==> src/include/adsp_pkg.sv <==
// constants for the converter sequencing and power control block
// assumes one 20 MHz core clock and a plain strobe register port
package adsp_pkg;
  // ===========================================================
  // register offsets
  localparam logic [3:0] ADSP_REG_CTRL_A = 4'h0;
  localparam logic [3:0] ADSP_REG_CTRL_B = 4'h1;
  localparam logic [3:0] ADSP_REG_CTRL_C = 4'h2;
  localparam logic [3:0] ADSP_REG_STATUS = 4'h3;
  localparam logic [3:0] ADSP_REG_BUF0 = 4'h8;
  // ===========================================================
  // control a fields
  localparam int ADSP_A_ON = 15;
  localparam int ADSP_A_IDLE_STOP = 13;
  localparam int ADSP_A_TRIG_LSB = 5;
  localparam int ADSP_A_SIMSEL = 3;
  localparam int ADSP_A_AUTO = 2;
  localparam int ADSP_A_SAMPLE = 1;
  localparam int ADSP_A_DONE = 0;
  // control b fields
  localparam int ADSP_B_SHCNT_LSB = 8;
  localparam int ADSP_B_CPI_LSB = 2;
  localparam int ADSP_B_IRQ_EN = 0;
  // control c fields
  localparam int ADSP_C_SAMT_LSB = 8;
  localparam int ADSP_C_RC = 7;
  localparam int ADSP_C_DIV_LSB = 0;
  // ===========================================================
  // values
  localparam logic [2:0] ADSP_TRIG_AUTO = 3'h7;
  localparam logic [15:0] ADSP_CTRL_RESET = 16'h0000;
  localparam logic [3:0] ADSP_CONV_TADS = 4'hC;
  localparam logic [3:0] ADSP_RESULT_TADS = 4'hB;
  // instruction cycle delay before an rc clock conversion
  localparam logic [1:0] ADSP_RC_DELAY = 2'h1;
endpackage

==> src/core/adsp_ctrl.sv <==
// sequencing, timing and power control for a 10-bit converter
// assumes the conversion core returns a result on i_core_result and that
// register accesses come as one-cycle strobes on the core clock
//
// Chosen here: the register offsets and the plain strobed port.
`timescale 1ns/1ps
module adsp_ctrl
  import adsp_pkg::*;
#(
  parameter int NUM_BUF = 16
)(
  input wire logic i_core_clk,
  input wire logic i_rstn,
  input wire logic [3:0] i_addr,
  input wire logic [15:0] i_wdata,
  input wire logic i_wr,
  input wire logic i_rd,
  input wire logic i_sleep,
  input wire logic i_idle,
  input wire logic i_rc_tick,
  input wire logic [9:0] i_core_result,
  output logic [15:0] o_rdata,
  output logic o_sample,
  output logic [1:0] o_sh_channel,
  output logic o_convert,
  output logic o_powered,
  output logic o_irq,
  output logic o_wake
);
  // ===========================================================
  // reset release
  logic rst_s1_q;
  logic rst_s2_q;
  always_ff @(posedge i_core_clk or negedge i_rstn)
  begin
    if (!i_rstn)
    begin
      rst_s1_q <= 1'b0;
      rst_s2_q <= 1'b0;
    end
    else
    begin
      rst_s1_q <= 1'b1;
      rst_s2_q <= rst_s1_q;
    end
  end
  wire rstn = rst_s2_q;

  // ===========================================================
  // sequencer states
  typedef enum logic [1:0] {
    ADSP_IDLE = 2'b00,
    ADSP_WAIT = 2'b01,
    ADSP_SAMPLE_BIT = 2'b10,
    ADSP_CONV = 2'b11
  } adsp_state_t;

  logic [15:0] ctrl_a_q, ctrl_a_d;
  logic [15:0] ctrl_b_q, ctrl_b_d;
  logic [15:0] ctrl_c_q, ctrl_c_d;
  adsp_state_t st_q, st_d;
  logic [5:0] div_q, div_d;
  logic [4:0] tad_q, tad_d;
  logic [1:0] shc_q, shc_d;
  logic [3:0] cnt_q, cnt_d;
  logic [3:0] bidx_q, bidx_d;
  logic off_q, off_d;
  logic irq_q, irq_d;
  logic wake_q, wake_d;
  logic [15:0] rdata_d;
  logic [9:0] buf_mem [NUM_BUF];

  wire on_bit = ctrl_a_q[ADSP_A_ON];
  wire [2:0] trig = ctrl_a_q[ADSP_A_TRIG_LSB +: 3];
  wire auto_sample_bit = ctrl_a_q[ADSP_A_AUTO];
  wire [1:0] sh_cnt = ctrl_b_q[ADSP_B_SHCNT_LSB +: 2];
  wire [3:0] cpi = ctrl_b_q[ADSP_B_CPI_LSB +: 4];
  wire [4:0] samt = ctrl_c_q[ADSP_C_SAMT_LSB +: 5];
  wire rc_sel = ctrl_c_q[ADSP_C_RC];
  wire [5:0] divider = ctrl_c_q[ADSP_C_DIV_LSB +: 6];
  // sleep freezes the clock unless rc clock selected; idle per stop bit
  wire halted = (i_sleep && !rc_sel) ||
                (i_idle && ctrl_a_q[ADSP_A_IDLE_STOP]);
  wire active = on_bit && !off_q && !halted;
  // conversion clock period: (divider+1) core clocks, or rc ticks
  wire tad_tick = rc_sel ? i_rc_tick : (div_q == divider);
  wire last_sh = (shc_q == sh_cnt);
  wire conv_end = (st_q == ADSP_CONV) && tad_tick &&
                  (tad_q == 5'(ADSP_RESULT_TADS));

  // ===========================================================
  // next state
  always_comb
  begin
    ctrl_a_d = ctrl_a_q;
    ctrl_b_d = ctrl_b_q;
    ctrl_c_d = ctrl_c_q;
    st_d = st_q;
    div_d = (tad_tick || st_q == ADSP_IDLE) ? 6'h00 : div_q + 6'h01;
    tad_d = tad_q;
    shc_d = shc_q;
    cnt_d = cnt_q;
    bidx_d = bidx_q;
    off_d = off_q;
    irq_d = 1'b0;
    wake_d = 1'b0;
    rdata_d = 16'h0000;
    if (i_rd)
    begin
      case (i_addr)
        ADSP_REG_CTRL_A: rdata_d = ctrl_a_q;
        ADSP_REG_CTRL_B: rdata_d = ctrl_b_q;
        ADSP_REG_CTRL_C: rdata_d = ctrl_c_q;
        ADSP_REG_STATUS: rdata_d = {12'h000, bidx_q};
        default:
          if (i_addr >= ADSP_REG_BUF0)
            rdata_d = {6'h00, buf_mem[i_addr - ADSP_REG_BUF0]};
      endcase
    end
    if (i_wr)
    begin
      case (i_addr)
        ADSP_REG_CTRL_A: ctrl_a_d = i_wdata;
        ADSP_REG_CTRL_B: ctrl_b_d = i_wdata;
        ADSP_REG_CTRL_C: ctrl_c_d = i_wdata;
        default: ;
      endcase
      if (i_addr == ADSP_REG_CTRL_A && !i_wdata[ADSP_A_ON])
        off_d = 1'b0;
    end
    if (!on_bit || halted)
    begin
      // stopped: abandon any conversion, registers keep values
      st_d = ADSP_IDLE;
      div_d = 6'h00;
    end
    else if (active)
    begin
      case (st_q)
        ADSP_IDLE:
          if (auto_sample_bit || ctrl_a_q[ADSP_A_SAMPLE])
          begin
            st_d = rc_sel ? ADSP_WAIT : ADSP_SAMPLE_BIT;
            tad_d = 5'h00;
            shc_d = 2'h0;
            ctrl_a_d[ADSP_A_SAMPLE] = 1'b1;
          end
        ADSP_WAIT:
          if (tad_d == 5'h00 && 2'(tad_q) >= ADSP_RC_DELAY - 2'h1)
            st_d = ADSP_SAMPLE_BIT;
        ADSP_SAMPLE_BIT:
        begin
          if (tad_tick)
            tad_d = tad_q + 5'h01;
          // auto trigger ends sampling after the programmed periods
          if (trig == ADSP_TRIG_AUTO)
          begin
            if (tad_tick && tad_q + 5'h01 >= samt)
            begin
              st_d = ADSP_CONV;
              tad_d = 5'h00;
              if (shc_q == 2'h0)
                ctrl_a_d[ADSP_A_SAMPLE] = 1'b0;
            end
          end
          else if (!ctrl_a_q[ADSP_A_SAMPLE])
          begin
            st_d = ADSP_CONV;
            tad_d = 5'h00;
          end
        end
        ADSP_CONV:
        begin
          if (tad_tick)
            tad_d = tad_q + 5'h01;
          if (conv_end)
          begin
            ctrl_a_d[ADSP_A_DONE] = 1'b1;
            bidx_d = bidx_q + 4'h1;
            tad_d = 5'h00;
            if (cnt_q == cpi)
            begin
              cnt_d = 4'h0;
              bidx_d = 4'h0;
              irq_d = ctrl_b_q[ADSP_B_IRQ_EN];
            end
            else
              cnt_d = cnt_q + 4'h1;
            if (i_sleep)
            begin
              if (ctrl_b_q[ADSP_B_IRQ_EN])
                wake_d = 1'b1;
              else
                off_d = 1'b1;
              st_d = ADSP_IDLE;
            end
            else if (!last_sh)
            begin
              // next channel was acquiring during this conversion
              shc_d = shc_q + 2'h1;
              st_d = (trig == ADSP_TRIG_AUTO) ? ADSP_SAMPLE_BIT : ADSP_CONV;
            end
            else
            begin
              shc_d = 2'h0;
              st_d = auto_sample_bit ? ADSP_SAMPLE_BIT : ADSP_IDLE;
              ctrl_a_d[ADSP_A_SAMPLE] = auto_sample_bit;
            end
          end
        end
        default: st_d = ADSP_IDLE;
      endcase
    end
  end

  // ===========================================================
  // registers
  always_ff @(posedge i_core_clk or negedge rstn)
  begin
    if (!rstn)
    begin
      ctrl_a_q <= ADSP_CTRL_RESET;
      ctrl_b_q <= ADSP_CTRL_RESET;
      ctrl_c_q <= ADSP_CTRL_RESET;
      st_q <= ADSP_IDLE;
      div_q <= 6'h00;
      tad_q <= 5'h00;
      shc_q <= 2'h0;
      cnt_q <= 4'h0;
      bidx_q <= 4'h0;
      off_q <= 1'b0;
      irq_q <= 1'b0;
      wake_q <= 1'b0;
      o_rdata <= 16'h0000;
      o_sample <= 1'b0;
      o_sh_channel <= 2'h0;
      o_convert <= 1'b0;
      o_powered <= 1'b0;
    end
    else
    begin
      ctrl_a_q <= ctrl_a_d;
      ctrl_b_q <= ctrl_b_d;
      ctrl_c_q <= ctrl_c_d;
      st_q <= st_d;
      div_q <= div_d;
      tad_q <= tad_d;
      shc_q <= shc_d;
      cnt_q <= cnt_d;
      bidx_q <= bidx_d;
      off_q <= off_d;
      irq_q <= irq_d;
      wake_q <= wake_d;
      o_rdata <= rdata_d;
      o_sample <= (st_d == ADSP_SAMPLE_BIT);
      o_sh_channel <= shc_d;
      o_convert <= (st_d == ADSP_CONV);
      o_powered <= on_bit && !off_d;
    end
  end

  // result buffers have no reset so a reset leaves them alone
  always_ff @(posedge i_core_clk)
  begin
    if (conv_end && active)
      buf_mem[bidx_q] <= i_core_result;
  end

  assign o_irq = irq_q;
  assign o_wake = wake_q;
endmodule

==> config.mk <==
export PLATFORM = sky130hd
export DESIGN_NAME = adsp_ctrl
export DESIGN_NICKNAME = d
export VERILOG_FILES = /design/src/include/adsp_pkg.sv /design/src/core/adsp_ctrl.sv
export SDC_FILE = /design/constraint.sdc
export NUM_CORES = 1
export LEC_CHECK = 0
export BUFFER_PORTS_ARGS = -buffer_cell sky130_fd_sc_hd__buf_4
export CORE_MARGIN = 5
export CORE_UTILIZATION = 25
export DETAILED_ROUTE_END_ITERATION = 10
export GPL_TIMING_DRIVEN = 0
export PLACE_DENSITY = 0.41
export SLEW_MARGIN = 15
export SYNTH_ARGS = -nofsm -noshare
export SYNTH_HDL_FRONTEND = slang
export SYNTH_SLANG_ARGS = --single-unit
==> constraint.sdc <==
create_clock -name i_core_clk -period 6.68 [get_ports i_core_clk]
set_input_delay 1.002 -clock i_core_clk [delete_from_list [all_inputs] [get_ports i_core_clk]]
set_output_delay 1.002 -clock i_core_clk [all_outputs]
set_load 0.1 [all_outputs]
Yosys cells after proc, flatten, opt, wreduce, memory -nomap -nowiden
Memories as Yosys holds them, arrays and structs flattened.
Cells that the tools add are included.
Widths: inputs -> output; s select.
{"block": "totals", "register_bits": 95, "ramBits": 160, "input_bits": 37, "output_inout_bits": 23, "memories": 1}
{"block": "op_classes", "addsub": 6, "magnitude_cmp": 3, "n_eq_ne": 16, "mux": 68, "n_bitwise": 1, "n_reduce_logical": 33}
{"memory": "buf_mem", "words": 16, "width": 10, "rd": 1, "rd_clocked_by_memory_dff": 0, "write_ports": 1, "line": "adsp_ctrl.sv:71", "rtl": "logic [9:0] buf_mem [NUM_BUF];"}
{"op": "$pmux 16 s4", "n": 1}
{"op": "$mux 2", "n": 21}
{"op": "$mux 1", "n": 30}
{"op": "$mux 5", "n": 6}
{"op": "$mux 16", "n": 1}
{"op": "$pmux 5 s3", "n": 1}
{"op": "$mux 6", "n": 2}
{"op": "$logic_and 1x1->1", "n": 11}
{"op": "$mux 10", "n": 1}
{"op": "$add 4x1->4 const B", "n": 2}
{"op": "$eq 2x2->1 const B", "n": 4}
{"op": "$eq 4x2->1 const B", "n": 2}
{"op": "$mux 4", "n": 2}
{"op": "$pmux 2 s4", "n": 1}
{"op": "$reduce_and 4->1", "n": 2}
{"op": "$add 6x1->6 const B", "n": 1}
{"op": "$eq 6x6->1", "n": 1}
{"op": "$logic_not 1->1", "n": 6}
{"op": "$reduce_and 2->1", "n": 3}
{"op": "$reduce_and 6->1", "n": 1}
{"op": "$add 5x1->5 const B", "n": 1}
{"op": "$eq 5x4->1 const B", "n": 1}
{"op": "$ge 5x5->1", "n": 1}
{"op": "$logic_not 5->1", "n": 1}
{"op": "other kinds (19)", "n": 24}

Longest topological paths before layout
Gate-level depths: netlist of the first run.
{"block": "logic_depth", "ltp_word": 12, "mapped_depth": 9, "mapped_depth_nobuf": 9}

Worst setup path after synthesis of the first run
Ideal clock, no wire load.
{"block": "synth_path", "kind": "input to register", "startpoint": "input port i_idle", "endpoint": "memory buf_mem[0][0] (enable)", "t_arrival_ps": 2837, "setup_slack_ps": 3439, "cell_stages": 4, "path_buffers": 0, "path_cell_list": "and2_4 -> a2111oi_4 -> nand4_4 -> nor4_1"}
{"block": "synth_between", "elab_chain_cells": 7}
{"item": "start: declaration", "line": "adsp_ctrl.sv:19", "rtl": "input wire logic i_idle,"}
{"item": "$logic_and 1x1->1", "line": "adsp_ctrl.sv:83", "rtl": "(i_idle && ctrl_a_q[ADSP_A_IDLE_STOP]);"}
{"item": "$logic_or 1x1->1", "line": "adsp_ctrl.sv:82", "rtl": "wire halted = (i_sleep && !rc_sel) ||"}
{"item": "$logic_not 1->1", "line": "adsp_ctrl.sv:84", "rtl": "wire active = on_bit && !off_q && !halted;"}
{"item": "$logic_and 1x1->1", "line": "adsp_ctrl.sv:84"}
{"item": "$logic_and 1x1->1", "line": "adsp_ctrl.sv:265", "rtl": "if (conv_end && active)"}
{"item": "$mux 1", "line": "adsp_ctrl.sv:265"}
{"item": "$mux 1 (implied by the code)", "line": "adsp_ctrl.sv:266", "rtl": "buf_mem[bidx_q] <= i_core_result;"}
{"item": "end: declaration", "line": "adsp_ctrl.sv:71"}
No other way between the ends.

Final worst setup path of the first run
{"block": "layout_path", "startpoint": "input port i_idle", "endpoint": "memory buf_mem[6][7] (enable)"}
The elaborated chain is that of the path after synthesis.

==> metrics.md, run 1 <==
| Metric | Value |
|---|---|
| Number of nets in the final layout | 692 |
| Placed instance count | 1018 |
| Classification of the worst-slack hold path | in -> async |
| Tightest Pin Transition | between 900 and 1000 ps |
| DR WL/cell | between 15 and 20 um |
| Routed WL | 20.4 mm |
| Routability Congestion | a little over 0.8 |
| Buffer and inverter count on the worst path | 1 |
| Portion of the post-synthesis area used by sequential elements | between 60% and 70% |
| Antenna violations before repair | 0 |
| Commonest cells after routing, fill and taps aside | dfrtp_1, edfxtp_1, buf_4, mux2_2, nor2_1 |
| Total routing usage reported by global routing | 11.9% |
| Number of setup violations in the final report | 0 |
| Total clock buffers created by CTS | 17 |
| Vias in the first global route | 5097 |
| FF/Latch Area | 4780 um^2 |
| Pin count of the biggest net entering global routing | 55 |
| Vias per inst | 4.56 |
| Type of the worst setup path | in -> reg |
| Synthesized-area fraction occupied by and/or/nand/nor cells | 9.23% |
| Most common cell after layout, fill and taps aside | dfrtp_1 |
| Max Fanout on Critical Path | 10 |
| Starting density of the core | between 20% and 30% |
| Clock tree from TritonCTS | built |
| Cell type group with the largest total delay on the critical path | simple AND/OR/NAND/NOR gates |
| Number of synthesized flops with an enable pin | 80 |
| Setup crit end kind | flip-flop |
| Proportion of synthesized flip-flops having asynchronous set or reset | 54.3% |
| CTS H-Tree Depth | 4 |
| Layout area overhead | 20.6% |
| Area share of the largest cell type after synthesis | 30.6% |
| Final Non-Filler Cells | 1050 |
| Max Buffers Root-to-Sink | 2 |
| Avg Cell Area, Syn | about 14 um^2 |
| Power density over the cells | roughly 290 nW/um^2 |
| ANT cells | 0 |
| 1st-pass router iterations | 7 |
| Area taken by multi-input logic gates | 2870 um^2 |
| Hold_buf cts | 0 |
| Min Clock Period, post-route | 3040 ps |
| Data arrival time at the worst-slack endpoint | 3100 ps |
| Residual DRC | 0 |
| Global-route wire length before repair | 31.7 mm |
| Ordered list of cells on the worst path | buf_4 -> and2_4 -> a2111oi_4 -> nand4_4 -> nor2_1 -> and3_1 |
| Setup Buffers After CTS | 0 |
| Cell area after synthesis | just under 8000 um^2 |
| Setup repair after global routing missed its margin | no |
| Share of final-layout standard cells stronger than drive strength 1 | 29.2% |
| Dominant combinational cell family by area after synthesis | multiplexers |
| Largest stage delay on the critical path | 640 ps |
| Gr ovfl total | 0 |
| IR drop worst, VDD | 0.000190 V |
| Multiplexer fraction of the synthesized cell area | 16.0% |
| Static power due to leakage | 3.74 nW |
| Die extent in x | between 150 and 200 um |
| Total negative setup slack | 0 ps |
| Final Skew | 11.1 ps |
| Distinct cells, synth | between 50 and 60 |
| Outcome | completed |
| Total number of vias | around 4800 |
| FP Rows | 64 |
| Clk pin slew, worst setup/hold paths | 70 ps |
| ANT nets after route | 0 |
| Root Buffer | clkbuf_16 |
| Top cell type by total area after synthesis | edfxtp_1 |
| Main area contributors after synthesis | edfxtp_1, dfrtp_1, mux4_2 |
| Count of state elements after synthesis | roughly 180 |
| Minimum setup slack among reg-to-reg paths | 3890 ps |
| Fin crit share | a little under half |
| CP required | just under 7000 ps |
| Synthesized Nets | ~600 |
| Worst slew slack as a fraction of its limit | 37.1% |
| Maximum frequency from static timing analysis | 0.329 GHz |
| IO Count | 60 |
| Fin. max-slew vios | 0 |
| Compound-Gate Fraction of Synth Area | 6.15% |
| Die Footprint | 35000 um^2 |
| Synth Area in Adders | 2.23% |
| Fillcell total | slightly above 3000 |
| Number of warning messages in the yosys log | 0 |
| Final Util | roughly 30% |
| Area inside the core boundary | 30700 um^2 |
| Hold Violations, Final | 0 |
| Type of origin of the critical path | primary input |
| Xor-xnor portion of the synthesized cell area | 2.57% |
| Synthesized instance count | 556 |
| Final HPWL DP | roughly 15 mm |
| Die Ht | 187 um |
| Slowest cell on the critical path | and3_1 |
| Max-capacitance violation count | 0 |
| Primary flip-flop cell chosen by synthesis mapping | dfrtp_1 |
| Clk Latency, worst-skew pair | around 430 ps |
| Resize count post-CTS | 0 |
| Count of input and output buffers | 58 |
| Number of DRC violations after detailed-routing iteration 0 | 255 |
| Number of clock sinks | 175 |
==> cell families after synthesis <==
kind of cell	Yosys count
compound gates	73
xor+xnor	23
fa+ha+maj	14
buf+inv	48
flops	175
mux	90
other cells	1
simple gates	132
==> power breakdown <==
group / leakage [nW] / switching [W] / internal [W]
registers: 1.94 / 0.0000814 / 0.00121
clock network: 0.284 / 0.000452 / 0.000545
logic: 1.52 / 0.000266 / 0.000189
==> worst reg2reg max path, stage by stage, from the launching register on <==
cell,delay [ps]
dfrtp_1,390
and2_4,190
a2111oi_4,600
nand4_4,300
nor2_1,300
and3_1,640
==> sequential cells by signal, indices dropped and copies added (netlist names), 2 cells and up <==
register,flops
bidx_q,4
buf_mem,80
cnt_q,4
ctrl_a_q,16
ctrl_b_q,16
ctrl_c_q,16
div_q,6
o_rdata,16
shc_q,2
st_q,2
tad_q,5
==> final timing paths <==
path	startpoint	cells past startpoint	end
worst min-delay path	i_rstn	1	rst_s2_q
worst max register to register	ctrl_a_q[13]	5	buf_mem[6][7]
worst max-delay path	i_idle	6	buf_mem[6][7]
min in group i_core_clk	rst_s1_q	0	rst_s2_q
worst min register to register	rst_s1_q	0	rst_s2_q
max in group asynchronous	rst_s2_q	1	ctrl_c_q[8]
==> cell type report <==
class	instances	area share (%)
well taps	396	5.24
clock buffers	20	4.83
repair buffers	66	5.38
flip-flops and latches	175	50.6
inverters	22	0.874
plain buffers	26	1.43
clock inverters	12	1.31
multi-input cells	333	30.3
==> metrics by stage <==
stage                     power (W)  setup slack, ps  cell area, um^2  hold WS [ps]
after floorplan             0.00162             3440             7840           331
after global placement      0.00176             1830             8770           335
after detailed placement    0.00178             3150             8870           340
after CTS                   0.00278             3600             9450           313
after global routing        0.00288             3530             9450           321
final                       0.00274             3640             9450           331
==> layer usage <==
layer  GRT usage [%]  part of all wire (%)
met4            2.56                   1.1
met2            18.9                    48
met5               0                     0
met1            16.4                    47
met3            2.99                   3.8
==> Yosys cell counts (all sizes together), types with 2 or more instances <==
cell type,count
nor4,4
mux4,23
a22oi,10
a31oi,7
buf,14
a21oi,13
and4,3
mux2i,13
edfxtp,80
clkbuf,12
xnor2,12
ha,14
o21ai,27
nand2b,2
mux2,54
nand3,12
or4,3
inv,22
dfrtp,95
nand2,26
nand3b,3
o21a,4
a32o,2
nand4b,2
nor3,4
and3,7
and2,4
nor2,39
nand4,5
nor2b,12
xor2,11
(Power assumes the default switching activity.)
==> run 2: changes to the inputs <==
--- a/config.mk
+++ b/config.mk
@@ -10,7 +10,7 @@
 export CORE_UTILIZATION = 25
 export DETAILED_ROUTE_END_ITERATION = 10
 export GPL_TIMING_DRIVEN = 0
-export PLACE_DENSITY = 0.41
+export PLACE_DENSITY = 0.42
 export SLEW_MARGIN = 15
 export SYNTH_ARGS = -nofsm -noshare
 export SYNTH_HDL_FRONTEND = slang
==> constraint.sdc (replaced) <==
create_clock -name i_core_clk -period 2.5 [get_ports i_core_clk]
set_input_delay 0.375 -clock i_core_clk [delete_from_list [all_inputs] [get_ports i_core_clk]]
set_output_delay 0.375 -clock i_core_clk [all_outputs]
set_load 0.1 [all_outputs]
==> metrics.md, run 2 (synthesis results as in run 1) <==
| Metric | Value |
|---|---|
| Outcome | completed |
| Global-route wire length before repair | 31.5 mm |
| Clk pin slew, worst setup/hold paths | 70 ps |
| Hold Violations, Final | 0 |
| FP Rows | 64 |
| Flip-flop count of the largest register, all copies and words added | 80 |
| 1st-pass router iterations | 5 |
| Count of input and output buffers | between 50 and 60 |
| Sequential share of power | 46.6% |
| Setup crit end kind | flip-flop |
| Max Fanout on Critical Path | 10 |
| Power density over the cells | 776 nW/um^2 |
| Fin. max-slew vios | 0 |
| Number of DRC violations after detailed-routing iteration 0 | 290 |
| Max-capacitance violation count | 0 |
| Internal cell power | 0.00525 W |
| Most common cell after layout, fill and taps aside | dfrtp_1 |
| Tightest Pin Transition | 904 ps |
| Clock tree from TritonCTS | built |
| Die extent in x | 187 um |
| Die Footprint | roughly 35000 um^2 |
| Final cell area excluding filler cells | 9530 um^2 |
| Max Buffers Root-to-Sink | 2 |
| Vias per inst | 4.65 |
| Starting density of the core | 25.5% |
| Total negative setup slack | 0 ps |
| Gr ovfl total | 0 |
| Root Buffer | clkbuf_16 |
| Share of final-layout standard cells stronger than drive strength 1 | 30.2% |
| Area post-placement | ~9000 um^2 |
| Net load switching power | 0.00214 W |
| Classification of the worst-slack hold path | in -> reg |
| Setup repair after global routing missed its margin | yes |
| Worst hold slack after final layout | 171 ps |
| Clock Power Share | around 37% |
| Min Clock Period, post-route | 2430 ps |
| Static power due to leakage | 3.75 nW |
| Data arrival time at the worst-slack endpoint | 2550 ps |
| Antenna violations before repair | 1 |
| Number of nets in the final layout | 696 |
| Final Skew | ~9.6 ps |
| Final WS setup | about 72 ps |
| Routability Congestion | 0.836 |
| ANT nets after route | 0 |
| Fin crit share | 97.1% |
| Clk Latency, worst-skew pair | roughly 440 ps |
| IO Count | 60 |
| Residual DRC | 0 |
| Routed WL | 20.5 mm |
| Worst slack, placed | -416 ps |
| CTS H-Tree Depth | 4 |
| Layout area overhead | 21.5% |
| Total number of vias | 4908 |
| IR drop worst, VDD | about 0.00046 V |
| Type of origin of the critical path | flip-flop |
| Largest register by flop count | buf_mem |
| Number of setup violations in the final report | 0 |
| Area inside the core boundary | roughly 30000 um^2 |
| Vias in the first global route | 5239 |
| Pin count of the biggest net entering global routing | 60 |
| Commonest cells after routing, fill and taps aside | dfrtp_1, edfxtp_1, buf_4, mux2_2, nor2_1 |
| Total clock buffers created by CTS | 17 |
| Worst slew slack as a fraction of its limit | 39.7% |
| Final HPWL DP | 14.8 mm |
| Portion of total power attributed to combinational logic | 16.9% |
| DR WL/cell | 19.4 um |
| Total routing usage reported by global routing | 11.8% |
| Sw Share | 29.0% |
| Overall power consumption | 0.00739 W |
| CP required | between 2000 and 3000 ps |
| Die Ht | about 190 um |
| Number of clock sinks | 175 |
| Type of the worst setup path | reg -> reg |
| Maximum frequency from static timing analysis | about 0.41 GHz |
run 2: layout make-up:
class,instances,area (um^2)
Antenna cell,1,2.50
Tap cell,396,495
Sequential cell,175,4780
Buffer,26,135
Clock buffer,18,429
Inverter,22,82.6
Clock inverter,14,156
Multi-Input combinational cell,333,2900
Fill cell,3107,21200
Timing Repair Buffer,70,544
run 2: stage by stage:
stage | cells | util, %
finish | 1055 | 31.0
detailed placement | 1018 | 28.9
global route | 1055 | 31.0
CTS | 1053 | 30.9
floorplan | 556 | -
global placement | 1010 | 28.5
run 2: critical path: stages, from the launching register on:
cell and delay [ps]:
dfrtp_1 440, xor2_1 190, nor4_1 280, a32o_2 290, nand4_4 250, nor2_2 310
and3_4 360
run 2: path summary, 6_finish.rpt:
path	from	endpoint	slack [ps]	cells past startpoint
setup / recovery	div_q[0]	buf_mem[7][2]	70	6
hold / removal	i_core_result[8]	buf_mem[3][8]	170	1
setup reg to reg	div_q[0]	buf_mem[7][2]	70	6
hold reg to reg	rst_s2_q	o_rdata[3]	300	0
max in group asynchronous	rst_s2_q	ctrl_c_q[13]	1520	1
min in group asynchronous	i_rstn	rst_s2_q	250	2
run 2: routing by layer:
| metal | global-route usage (%) | routed length [um] |
|---|---|---|
| met1 | 15.2 | 9180 |
| met2 | 19.8 | 10100 |
| met5 | 0 | 0 |
| met4 | 3.84 | 369 |
| met3 | 2.78 | 823 |
run 2: repair_timing:
| action | in CTS | in global routing |
|---|---|---|
| setup endpoints to repair | 50 | 61 |
| gates resized for setup | 6 | 5 |
| pin swaps | 1 | 1 |
| hold endpoints to repair | 2 | 0 |
| setup buffers | 2 | 1 |
| cloned | 0 | 0 |
| hold buffers | 1 | 0 |
run 2: power groups by stage:
stage / sequential (W) / combinational, W / clock [W]
floorplan: 0.00362 / 0.000712 / 0
global placement: 0.00352 / 0.00119 / 0
detailed placement: 0.00351 / 0.00124 / 0
CTS: 0.00346 / 0.00126 / 0.00276
global route: 0.00348 / 0.00136 / 0.00287
finish: 0.00345 / 0.00125 / 0.00270
